**src/taps_pkg.sv**
```systemverilog
// Register map, field layout, timing constants and carrier types of the touch sequencer
package taps_pkg;
	localparam int ADDR_W     = 10;
	localparam int DATA_W     = 16;
	localparam int NUM_STAGES = 8;
	localparam int STAGE_W    = 3;

	localparam logic [9:0] ADDR_POWER_CONTROL  = 10'h000;
	localparam logic [9:0] ADDR_AMBIENT_COMP_CONTROL_0 = 10'h002;
	localparam logic [9:0] ADDR_STAGE_ENABLE   = 10'h003;
	localparam logic [9:0] ADDR_RESULT_BASE    = 10'h00B;
	localparam logic [9:0] ADDR_RESULT_LAST    = 10'h012;

	// Per-stage banks: addr[9:5] window, addr[4:3] bank, addr[2:0] stage
	localparam logic [4:0] BANK_WINDOW       = 5'h01;
	localparam logic [1:0] BANK_UPPER_OFFSET = 2'h0;
	localparam logic [1:0] BANK_LOWER_OFFSET = 2'h1;
	localparam logic [1:0] BANK_UPPER_LIMIT  = 2'h2;
	localparam logic [1:0] BANK_LOWER_LIMIT  = 2'h3;

	localparam int MODE_LSB     = 0;
	localparam int DELAY_LSB    = 2;
	localparam int SEQ_LAST_LSB = 4;
	localparam int TIMEOUT_LSB  = 12;

	localparam logic [1:0] MODE_FULL = 2'h0;
	localparam logic [1:0] MODE_LOW  = 2'h2;

	localparam logic [15:0] POWER_CONTROL_RST = 16'h0070;
	localparam logic [15:0] AMB_COMP_RST      = 16'h0000;
	localparam logic [15:0] STAGE_ENABLE_RST  = 16'h00FF;
	localparam logic [15:0] OFFSET_RST        = 16'h0000;

	localparam int CLK_HZ               = 100_000_000;
	localparam int MS_PER_S             = 1000;
	localparam int TOUCH_PERIOD_MS      = 25;
	localparam int LP_DELAY_STEP_MS     = 200;
	localparam int IDLE_TIMEOUT_STEP_MS = 500;
	localparam int MS_CNT_W             = 12;

	typedef enum logic [1:0] {SEQ_OFF, SEQ_WAIT, SEQ_ISSUE, SEQ_BUSY} taps_seq_state_t;
	typedef enum logic [1:0] {PWR_FULL, PWR_REDUCED, PWR_FAST, PWR_SHUTDOWN} taps_power_state_t;

	typedef struct packed {
		logic              wr;
		logic              rd;
		logic [ADDR_W-1:0] addr;
		logic [DATA_W-1:0] wdata;
	} taps_reg_req_t;

	typedef struct packed {
		logic              valid;
		logic [DATA_W-1:0] data;
	} taps_reg_rsp_t;

	typedef struct packed {
		logic               start;
		logic [STAGE_W-1:0] stage;
	} taps_conv_req_t;

	typedef struct packed {
		logic              done;
		logic [DATA_W-1:0] data;
	} taps_conv_rsp_t;
endpackage

```
**src/taps_core.sv**
```systemverilog
// Touch activation logic, register file and power mode conversion sequencer
// Notes on behaviour
// - Each stage result goes to own register
// - Active only above upper or below lower limit
// - Limits kept per stage, updated by calibration
// - Limits start equal to programmed offsets
// - Mode field: 00 full, 10 low power
// - Modes 01 and 11 shut down conversions
// - Mode field resets to full power
// - Full power runs sequences back to back
// - Inactive results feed ambient compensation
// - Low power idle: sequence after programmed delay
// - Touched in low power: sequence every 25 ms
// - Timeout field sets return to reduced power
// - Low power stays reduced until proximity
// - Proximity switches to fast sequencing
// - Delay code gives 200/400/600/800 ms
// - Sequence runs stage zero to programmed last
module taps_core #(
	parameter int CYCLES_PER_MS = taps_pkg::CLK_HZ / taps_pkg::MS_PER_S
) (
	input  wire logic                        clk,
	input  wire logic                        reset,
	input  wire taps_pkg::taps_reg_req_t     regReq,
	output taps_pkg::taps_reg_rsp_t          regRsp,
	input  wire taps_pkg::taps_conv_rsp_t    convRsp,
	output taps_pkg::taps_conv_req_t         convReq,
	output logic [taps_pkg::NUM_STAGES-1:0]  activeStages,
	output taps_pkg::taps_power_state_t      powerState
);
	localparam int NS    = taps_pkg::NUM_STAGES;
	localparam int DW    = taps_pkg::DATA_W;
	localparam int SW    = taps_pkg::STAGE_W;
	localparam int MW    = taps_pkg::MS_CNT_W;
	localparam int DIV_W = $clog2(CYCLES_PER_MS + 1);

	logic [DW-1:0]             powerCtl_r;
	logic [DW-1:0]             ambCtl_r;
	logic [DW-1:0]             stageEn_r;
	logic [DW-1:0]             result_r [NS];
	logic [DW-1:0]             upOff_r [NS];
	logic [DW-1:0]             loOff_r [NS];
	logic [DW-1:0]             upLim_r [NS];
	logic [DW-1:0]             loLim_r [NS];
	logic [NS-1:0]             actNxt;
	logic [1:0]                modeApplied_r;
	taps_pkg::taps_seq_state_t state_r;
	taps_pkg::taps_seq_state_t state_nxt;
	logic [SW-1:0]             curStage_r;
	logic [DIV_W-1:0]          divCnt_r;
	logic [MW-1:0]             msCnt_r;
	logic [MW-1:0]             idleMs_r;
	logic                      fast_r;

	// Register decode
	wire [9:0]    addr     = regReq.addr;
	wire          wrPower  = regReq.wr && (addr == taps_pkg::ADDR_POWER_CONTROL);
	wire          wrAmb    = regReq.wr && (addr == taps_pkg::ADDR_AMBIENT_COMP_CONTROL_0);
	wire          wrEnable = regReq.wr && (addr == taps_pkg::ADDR_STAGE_ENABLE);
	wire          inBanks  = addr[9:5] == taps_pkg::BANK_WINDOW;
	wire [1:0]    bankSel  = addr[4:3];
	wire [SW-1:0] bankIdx  = addr[2:0];
	// Limit banks are read-only; only the two offset banks take writes
	wire          wrAnyOff = regReq.wr && inBanks && !bankSel[1];
	wire          inResult = (addr >= taps_pkg::ADDR_RESULT_BASE)
		&& (addr <= taps_pkg::ADDR_RESULT_LAST);
	wire [9:0]    resOff   = addr - taps_pkg::ADDR_RESULT_BASE;
	wire [SW-1:0] resIdx   = resOff[SW-1:0];

	wire [DW-1:0] bankData =
		(bankSel == taps_pkg::BANK_UPPER_OFFSET) ? upOff_r[bankIdx] :
		(bankSel == taps_pkg::BANK_LOWER_OFFSET) ? loOff_r[bankIdx] :
		(bankSel == taps_pkg::BANK_UPPER_LIMIT)  ? upLim_r[bankIdx] : loLim_r[bankIdx];
	wire [DW-1:0] rdData =
		(addr == taps_pkg::ADDR_POWER_CONTROL)  ? powerCtl_r :
		(addr == taps_pkg::ADDR_AMBIENT_COMP_CONTROL_0) ? ambCtl_r :
		(addr == taps_pkg::ADDR_STAGE_ENABLE)   ? stageEn_r :
		inResult ? result_r[resIdx] :
		inBanks  ? bankData : '0;

	// Mode and timing selection
	wire [1:0]    modeField    = powerCtl_r[taps_pkg::MODE_LSB +: 2];
	wire          atBoundary   = (state_r == taps_pkg::SEQ_OFF) || (state_r == taps_pkg::SEQ_WAIT);
	wire          fullSel      = modeApplied_r == taps_pkg::MODE_FULL;
	wire          lowSel       = modeApplied_r == taps_pkg::MODE_LOW;
	wire          offSel       = !fullSel && !lowSel;
	wire [3:0]    seqLastField = powerCtl_r[taps_pkg::SEQ_LAST_LSB +: 4];
	// Codes past the last stage clamp rather than wrap
	wire [SW-1:0] seqLast      = (seqLastField >= 4'(NS)) ? SW'(NS - 1) : seqLastField[SW-1:0];
	wire [1:0]    delayCode    = powerCtl_r[taps_pkg::DELAY_LSB +: 2];
	wire [1:0]    timeoutCode  = ambCtl_r[taps_pkg::TIMEOUT_LSB +: 2];
	wire [MW-1:0] slowTarget   = MW'((int'(delayCode) + 1) * taps_pkg::LP_DELAY_STEP_MS);
	wire [MW-1:0] idleTarget   = MW'((int'(timeoutCode) + 1) * taps_pkg::IDLE_TIMEOUT_STEP_MS);
	wire [MW-1:0] fastTarget   = MW'(taps_pkg::TOUCH_PERIOD_MS);
	wire [MW-1:0] waitTarget   = fast_r ? fastTarget : slowTarget;
	wire          msTick       = divCnt_r == DIV_W'(CYCLES_PER_MS - 1);
	wire          convDone     = convRsp.done && (state_r == taps_pkg::SEQ_BUSY);
	// A last stage lowered mid-sequence ends it early rather than wrapping past stage 7
	wire          seqEnd       = convDone && (curStage_r >= seqLast);
	wire          anyTouch     = |activeStages;

	always_comb
	begin
		state_nxt = state_r;
		case (state_r)
			taps_pkg::SEQ_OFF:
				if (!offSel)
					state_nxt = taps_pkg::SEQ_ISSUE;
			taps_pkg::SEQ_WAIT:
				if (offSel)
					state_nxt = taps_pkg::SEQ_OFF;
				else if (fullSel)
					state_nxt = taps_pkg::SEQ_ISSUE;
				else if (msCnt_r >= waitTarget)
					state_nxt = taps_pkg::SEQ_ISSUE;
			taps_pkg::SEQ_ISSUE:
				state_nxt = taps_pkg::SEQ_BUSY;
			taps_pkg::SEQ_BUSY:
				if (convDone)
					state_nxt = seqEnd ? taps_pkg::SEQ_WAIT : taps_pkg::SEQ_ISSUE;
			default:
				state_nxt = taps_pkg::SEQ_OFF;
		endcase
	end

	always_ff @(posedge clk)
	begin
		if (reset)
		begin
			state_r    <= taps_pkg::SEQ_WAIT;
			curStage_r <= '0;
		end
		else
		begin
			state_r <= state_nxt;
			if (state_r == taps_pkg::SEQ_OFF || seqEnd)
				curStage_r <= '0;
			else if (convDone)
				curStage_r <= curStage_r + 1'b1;
		end
	end

	// Mode is sampled only between sequences so a running one is never cut
	always_ff @(posedge clk)
	begin
		if (reset)
			modeApplied_r <= taps_pkg::MODE_FULL;
		else if (atBoundary)
			modeApplied_r <= modeField;
	end

	always_ff @(posedge clk)
	begin
		if (reset || msTick)
			divCnt_r <= '0;
		else
			divCnt_r <= divCnt_r + 1'b1;
	end

	// Period is measured from the start of one sequence to the next
	always_ff @(posedge clk)
	begin
		if (reset || (state_r == taps_pkg::SEQ_ISSUE && curStage_r == '0))
			msCnt_r <= '0;
		else if (msTick && msCnt_r != '1)
			msCnt_r <= msCnt_r + 1'b1;
	end

	always_ff @(posedge clk)
	begin
		if (reset || !lowSel)
			fast_r <= 1'b0;
		else if (anyTouch)
			fast_r <= 1'b1;
		else if (idleMs_r >= idleTarget)
			fast_r <= 1'b0;
	end

	always_ff @(posedge clk)
	begin
		if (reset || anyTouch || !fast_r)
			idleMs_r <= '0;
		else if (msTick && idleMs_r != '1)
			idleMs_r <= idleMs_r + 1'b1;
	end

	always_ff @(posedge clk)
	begin
		if (reset)
		begin
			powerCtl_r <= taps_pkg::POWER_CONTROL_RST;
			ambCtl_r   <= taps_pkg::AMB_COMP_RST;
			stageEn_r  <= taps_pkg::STAGE_ENABLE_RST;
		end
		else
		begin
			if (wrPower)
				powerCtl_r <= regReq.wdata;
			if (wrAmb)
				ambCtl_r <= regReq.wdata;
			if (wrEnable)
				stageEn_r <= regReq.wdata;
		end
	end

	for (genvar s = 0; s < NS; s++)
	begin : g_stage
		wire          hitStage = convDone && (curStage_r == SW'(s));
		wire [DW-1:0] data     = convRsp.data;
		wire          over     = data > upLim_r[s];
		wire          under    = data < loLim_r[s];
		// Only untouched readings move the limits, so a held finger is not learned
		wire          ambient  = hitStage && !(over || under);
		wire [DW:0]   upSum    = {1'b0, data} + {1'b0, upOff_r[s]};
		wire [DW-1:0] upTarget = upSum[DW] ? '1 : upSum[DW-1:0];
		wire [DW-1:0] loTarget = (data > loOff_r[s]) ? data - loOff_r[s] : '0;
		wire          wrUpOff  = wrAnyOff && (bankSel == taps_pkg::BANK_UPPER_OFFSET)
			&& (bankIdx == SW'(s));
		wire          wrLoOff  = wrAnyOff && (bankSel == taps_pkg::BANK_LOWER_OFFSET)
			&& (bankIdx == SW'(s));

		assign actNxt[s] = !stageEn_r[s] ? 1'b0 : hitStage ? (over || under) : activeStages[s];

		always_ff @(posedge clk)
		begin
			if (reset)
			begin
				result_r[s] <= '0;
				upOff_r[s]  <= taps_pkg::OFFSET_RST;
				loOff_r[s]  <= taps_pkg::OFFSET_RST;
				upLim_r[s]  <= taps_pkg::OFFSET_RST;
				loLim_r[s]  <= taps_pkg::OFFSET_RST;
			end
			else
			begin
				if (hitStage)
					result_r[s] <= data;
				if (wrUpOff)
				begin
					upOff_r[s] <= regReq.wdata;
					upLim_r[s] <= regReq.wdata;
				end
				else if (ambient && upLim_r[s] != upTarget)
					upLim_r[s] <= (upLim_r[s] < upTarget) ? upLim_r[s] + 1'b1 : upLim_r[s] - 1'b1;
				if (wrLoOff)
				begin
					loOff_r[s] <= regReq.wdata;
					loLim_r[s] <= regReq.wdata;
				end
				else if (ambient && loLim_r[s] != loTarget)
					loLim_r[s] <= (loLim_r[s] < loTarget) ? loLim_r[s] + 1'b1 : loLim_r[s] - 1'b1;
			end
		end
	end

	always_ff @(posedge clk)
	begin
		if (reset)
		begin
			activeStages <= '0;
			convReq      <= '0;
			regRsp       <= '0;
			powerState   <= taps_pkg::PWR_FULL;
		end
		else
		begin
			activeStages  <= actNxt;
			convReq.start <= state_r == taps_pkg::SEQ_ISSUE;
			convReq.stage <= curStage_r;
			regRsp.valid  <= regReq.rd;
			regRsp.data   <= rdData;
			powerState    <= (state_r == taps_pkg::SEQ_OFF) ? taps_pkg::PWR_SHUTDOWN :
				fullSel ? taps_pkg::PWR_FULL :
				fast_r ? taps_pkg::PWR_FAST : taps_pkg::PWR_REDUCED;
		end
	end
endmodule

```
**config.mk**
```make
export PLATFORM = sky130hd
export DESIGN_NAME = taps_core
export DESIGN_NICKNAME = d
export VERILOG_FILES = /design/src/taps_pkg.sv /design/src/taps_core.sv
export SDC_FILE = /design/constraint.sdc
export NUM_CORES = 2
export LEC_CHECK = 0
export ABC_CLOCK_PERIOD_IN_PS = 19800
export BUFFER_PORTS_ARGS = -buffer_cell sky130_fd_sc_hd__buf_2
export CAP_MARGIN = 20
export CORE_UTILIZATION = 50
export CTS_CLUSTER_DIAMETER = 40
export DETAILED_ROUTE_END_ITERATION = 8
export GPL_TIMING_DRIVEN = 0
export PLACE_DENSITY = 0.62
export SLEW_MARGIN = 10
export SYNTH_ARGS = -nofsm -noshare
export SYNTH_HDL_FRONTEND = slang
export SYNTH_SLANG_ARGS = --single-unit
```
**constraint.sdc**
```tcl
create_clock -name clk -period 19.8 [get_ports clk]
set_input_delay 2.97 -clock clk [delete_from_list [all_inputs] [get_ports clk]]
set_output_delay 2.97 -clock clk [all_outputs]
set_load 0.01 [all_outputs]
```
==> Flow_metrics.wiki <==
{| class="wikitable"
! Metric !! Value
|-
| Placer congestion estimate || between 1 and 1.5
|-
| Y dimension of the die || ~380 µm
|-
| Net count of the mapped netlist || 8348
|-
| Layout fillers || 12152
|-
| Launch point of the worst reg-to-reg path || upOff_r[1][0]
|-
| Crit. End Element || flip-flop
|-
| Half-perimeter wire length after detailed placement || 208.6 mm
|-
| Syn Std Cell Area || around 0.070 mm²
|-
| Leading register cell type out of synthesis || sky130_fd_sc_hd__edfxtp_1
|-
| Worst Hold Depth || 1
|-
| Syn_area_per_cell || 9.668 µm²
|-
| Most frequent CP cell || sky130_fd_sc_hd__o21ai_0
|-
| Class of the most critical setup path || in -> reg
|-
| Status || finished, final reports clean
|-
| Total detailed-routing wirelength || roughly 270 mm
|-
| Total via count in the routed design || about 60000
|-
| Remaining Overflow, GRT || 0
|-
| Vias in the first global route || roughly 56000
|-
| Leakage dissipation || 33.50 nW
|-
| CP max FO || 17
|-
| Post-cts repair resize count || 0
|-
| NumNets Final || 8605
|-
| Initial Utilization || 0.5056
|-
| Source-to-sink clock delay at the later pin of the worst-skew pair || 0.80 ns
|-
| Min-Delay Endpoint || divCnt_r[0]
|-
| Yosys warnings || 0
|-
| Placeable core region || 0.1380 mm²
|-
| Setup-failing EPs final || 0
|-
| Slowest stage cell on the critical path || sky130_fd_sc_hd__buf_2
|-
| I/O Pins || 78
|-
| H-tree depth || 4
|-
| Final count of pins violating max slew || 0
|-
| Max-cap violation count || 0
|-
| Drc violations || 0
|-
| Cts-stage hold buffer count || 0
|-
| Via count normalized by instance count || between 6 and 7
|-
| Tcrit/Tclk final || 0.5668
|-
| Worst-case headroom to the max-slew limit || 0.1172
|-
| Number of detailed-routing iterations run before antenna repair || 6
|-
| Clock buffer depth || 3
|-
| I/O Buffers || 75
|-
| Pwr dens || 77.06 mW/mm²
|-
| # rows || between 100 and 150
|-
| CTS Sinks || 768
|-
| Growth of design area from synthesis to finish || 11.78%
|-
| Peak Freq || 89.10 MHz
|-
| Post CTS Setup Buffer Count || 0
|-
| Startpoint of the worst hold path || divCnt_r[0]
|-
| Largest net degree at the start of global routing || 34
|-
| Worst Clk Skew || 0.04439 ns
|-
| Required time worst endpoint || 20.34 ns
|-
| Die area || about 0.14 mm²
|-
| Leading cell type in the layout, fill and taps excluded || sky130_fd_sc_hd__ha_1
|-
| Proportion of synthesized flip-flops having asynchronous set or reset || 0
|-
| Global-route usage over all layers || 0.3763
|-
| Reg-to-Reg End || upLim_r[1][15]
|-
| Register bit count reported by yosys || about 770
|-
| Top library cells by usage in the layout, fill and taps aside || 1050 x sky130_fd_sc_hd__ha_1, 640 x sky130_fd_sc_hd__edfxtp_1, 549 x sky130_fd_sc_hd__nor2_1
|-
| Cell at the root of the clock tree || sky130_fd_sc_hd__clkbuf_16
|-
| Reg2Reg Depth || 28
|-
| Worst reg2reg setup slack || roughly 12 ns
|-
| Final Core Density || 0.5651
|-
| Number of enable-type register cells in the synthesized netlist || 640
|-
| Global-route wire length before repair || 382.5 mm
|-
| Hold Fails Final Rpt || 0
|-
| FF+latch area || between 0.02 and 0.025 mm²
|-
| TritonCTS clock tree || done
|-
| Signal arrival time at the worst endpoint || 11.76 ns
|-
| Startpoint types || primary input
|-
| Post-synthesis cell count || around 7200
|-
| Minimum clock period after layout || 11.22 ns
|-
| Iteration-0 DRC count of the detailed router || 8002
|-
| Antenna violations before repair || 52
|-
| Unique masters post-synth || between 80 and 90
|-
| Per-cell routed wire length || 28.49 µm
|-
| RSZ-0062 raised after global routing || no
|-
| Post-CTS clock slew at the launch and capture registers of the worst setup and hold paths || 0.06 ns
|-
| Hold WC Path Type || reg -> reg
|-
| Maximum VDD drop || 0.00008766 V
|-
| Die Wd || 375.6 µm
|-
| Total Neg Setup Slack || 0 ns
|-
| Multi-input gate area in the final layout || 0.04535 mm²
|-
| Crit path largest cell delay || 0.88 ns
|-
| TritonCTS buffer count || 130
|-
| Post-detailed-route count of antenna-violating nets || 0
|-
| Worst Max-Slew Pin Slew || 1.324 ns
|-
| Register area share after synthesis || 0.3122
|-
| Layout cell share with drive strength beyond 1 || 0.08559
|}
-- report_power, final --
| part | internal [W] | total [W] | switching [W] |
|---|---|---|---|
| logic | 0.000728 | 0.00182 | 0.00109 |
| registers | 0.00181 | 0.00191 | 0.0000959 |
| clock network | 0.00136 | 0.00228 | 0.000925 |
| total | 0.00390 | 0.00601 | 0.00211 |
-- flip-flops by register name, summed over array words and instances (netlist names), 4 cells and up --
register      flops
activeStages      8
ambCtl_r         16
convReq           4
divCnt_r         17
idleMs_r         12
loLim_r         128
loOff_r         128
msCnt_r          12
powerCtl_r       16
regRsp           17
result_r        128
stageEn_r        16
upLim_r         128
upOff_r         128
-- cells in the mapped netlist (all sizes together) (62+ instances only) --
library cell,n,share of area
a211oi,71,0.0076
a21o,218,0.023
a21oi,413,0.030
a31oi,62,0.0056
and2,388,0.035
clkbuf,129,0.0069
dfxtp,128,0.037
edfxtp,640,0.28
ha,1050,0.19
inv,542,0.029
mux4,192,0.062
nand2,471,0.025
nand2b,77,0.0069
nand3,156,0.011
nand4,105,0.0094
nor2,549,0.030
nor2b,90,0.0082
nor3,158,0.011
o21a,85,0.0091
o21ai,292,0.021
o21bai,237,0.026
xnor2,239,0.030
xor2,197,0.025
-- critical path: cells and delay by family --
| kind | cells | cell delay, ns |
|---|---|---|
| adder cells (fa/ha/maj) | 4 | 1.11 |
| AO/OA/AOI/OAI | 14 | 3.05 |
| AND/OR/NAND/NOR | 7 | 1.82 |
| buffers and inverters | 6 | 2.56 |
| XOR/XNOR | 1 | 0.17 |
-- through the flow --
stage,cell area (µm²),setup WS [ns],power (W),hold WS (ns),cells
2_1_floorplan,69770,10.51,0.003144,0.4175,7217
3_3_place_gp,72480,7.080,0.003627,0.4274,9155
3_5_place_dp,73400,8.067,0.003691,0.4363,9204
4_1_cts,77820,8.847,0.005961,0.4443,9445
5_1_grt,77840,8.172,0.006244,0.4696,9449
6_report,77990,8.577,0.006010,0.4426,9508
-- per-layer routing --
metal  global-route usage  part of all wire  vias up
met1               0.5076              0.40    29634
met4               0.2233             0.066       12
met2               0.5504              0.41     3714
met5             0.001372           0.00029        -
met3              0.08459              0.12      760
li1                     -                 -    27471
-- worst max path at each step --
stage | to | slack (ns) | cells after the start | from
6_report | loLim_r[2][15] | 8.58 | 32 | convRsp[0]
5_1_grt | loLim_r[2][15] | 8.17 | 32 | convRsp[0]
3_3_place_gp | upLim_r[5][15] | 7.08 | 26 | convRsp[1]
3_5_place_dp | loLim_r[2][15] | 8.07 | 30 | convRsp[0]
2_1_floorplan | loLim_r[2][15] | 10.51 | 29 | convRsp[0]
4_1_cts | loLim_r[2][15] | 8.85 | 30 | convRsp[0]
-- area by class of cell --
type / instances / share of cell area
clock inverter: 88 / 0.01336
sequential: 768 / 0.2793
tap: 1863 / 0.02989
antenna: 62 / 0.001989
multi-input combinational: 5739 / 0.5815
clock buffer: 153 / 0.04335
inverter: 542 / 0.02609
timing repair buffer: 125 / 0.01561
buffer: 168 / 0.008888
-- cells by family after synthesis --
group                    after synthesis  share of synthesized area
AND/OR/NAND/NOR                     2254                     0.1628
AO/OA/AOI/OAI                       1731                     0.1653
adder cells (fa/ha/maj)             1084                     0.1980
flip-flops                           768                     0.3122
buffers and inverters                710                    0.03888
XOR/XNOR                             436                    0.05473
multiplexers                         234                    0.06804
No activity file was read; power rests on OpenSTA's default activity.
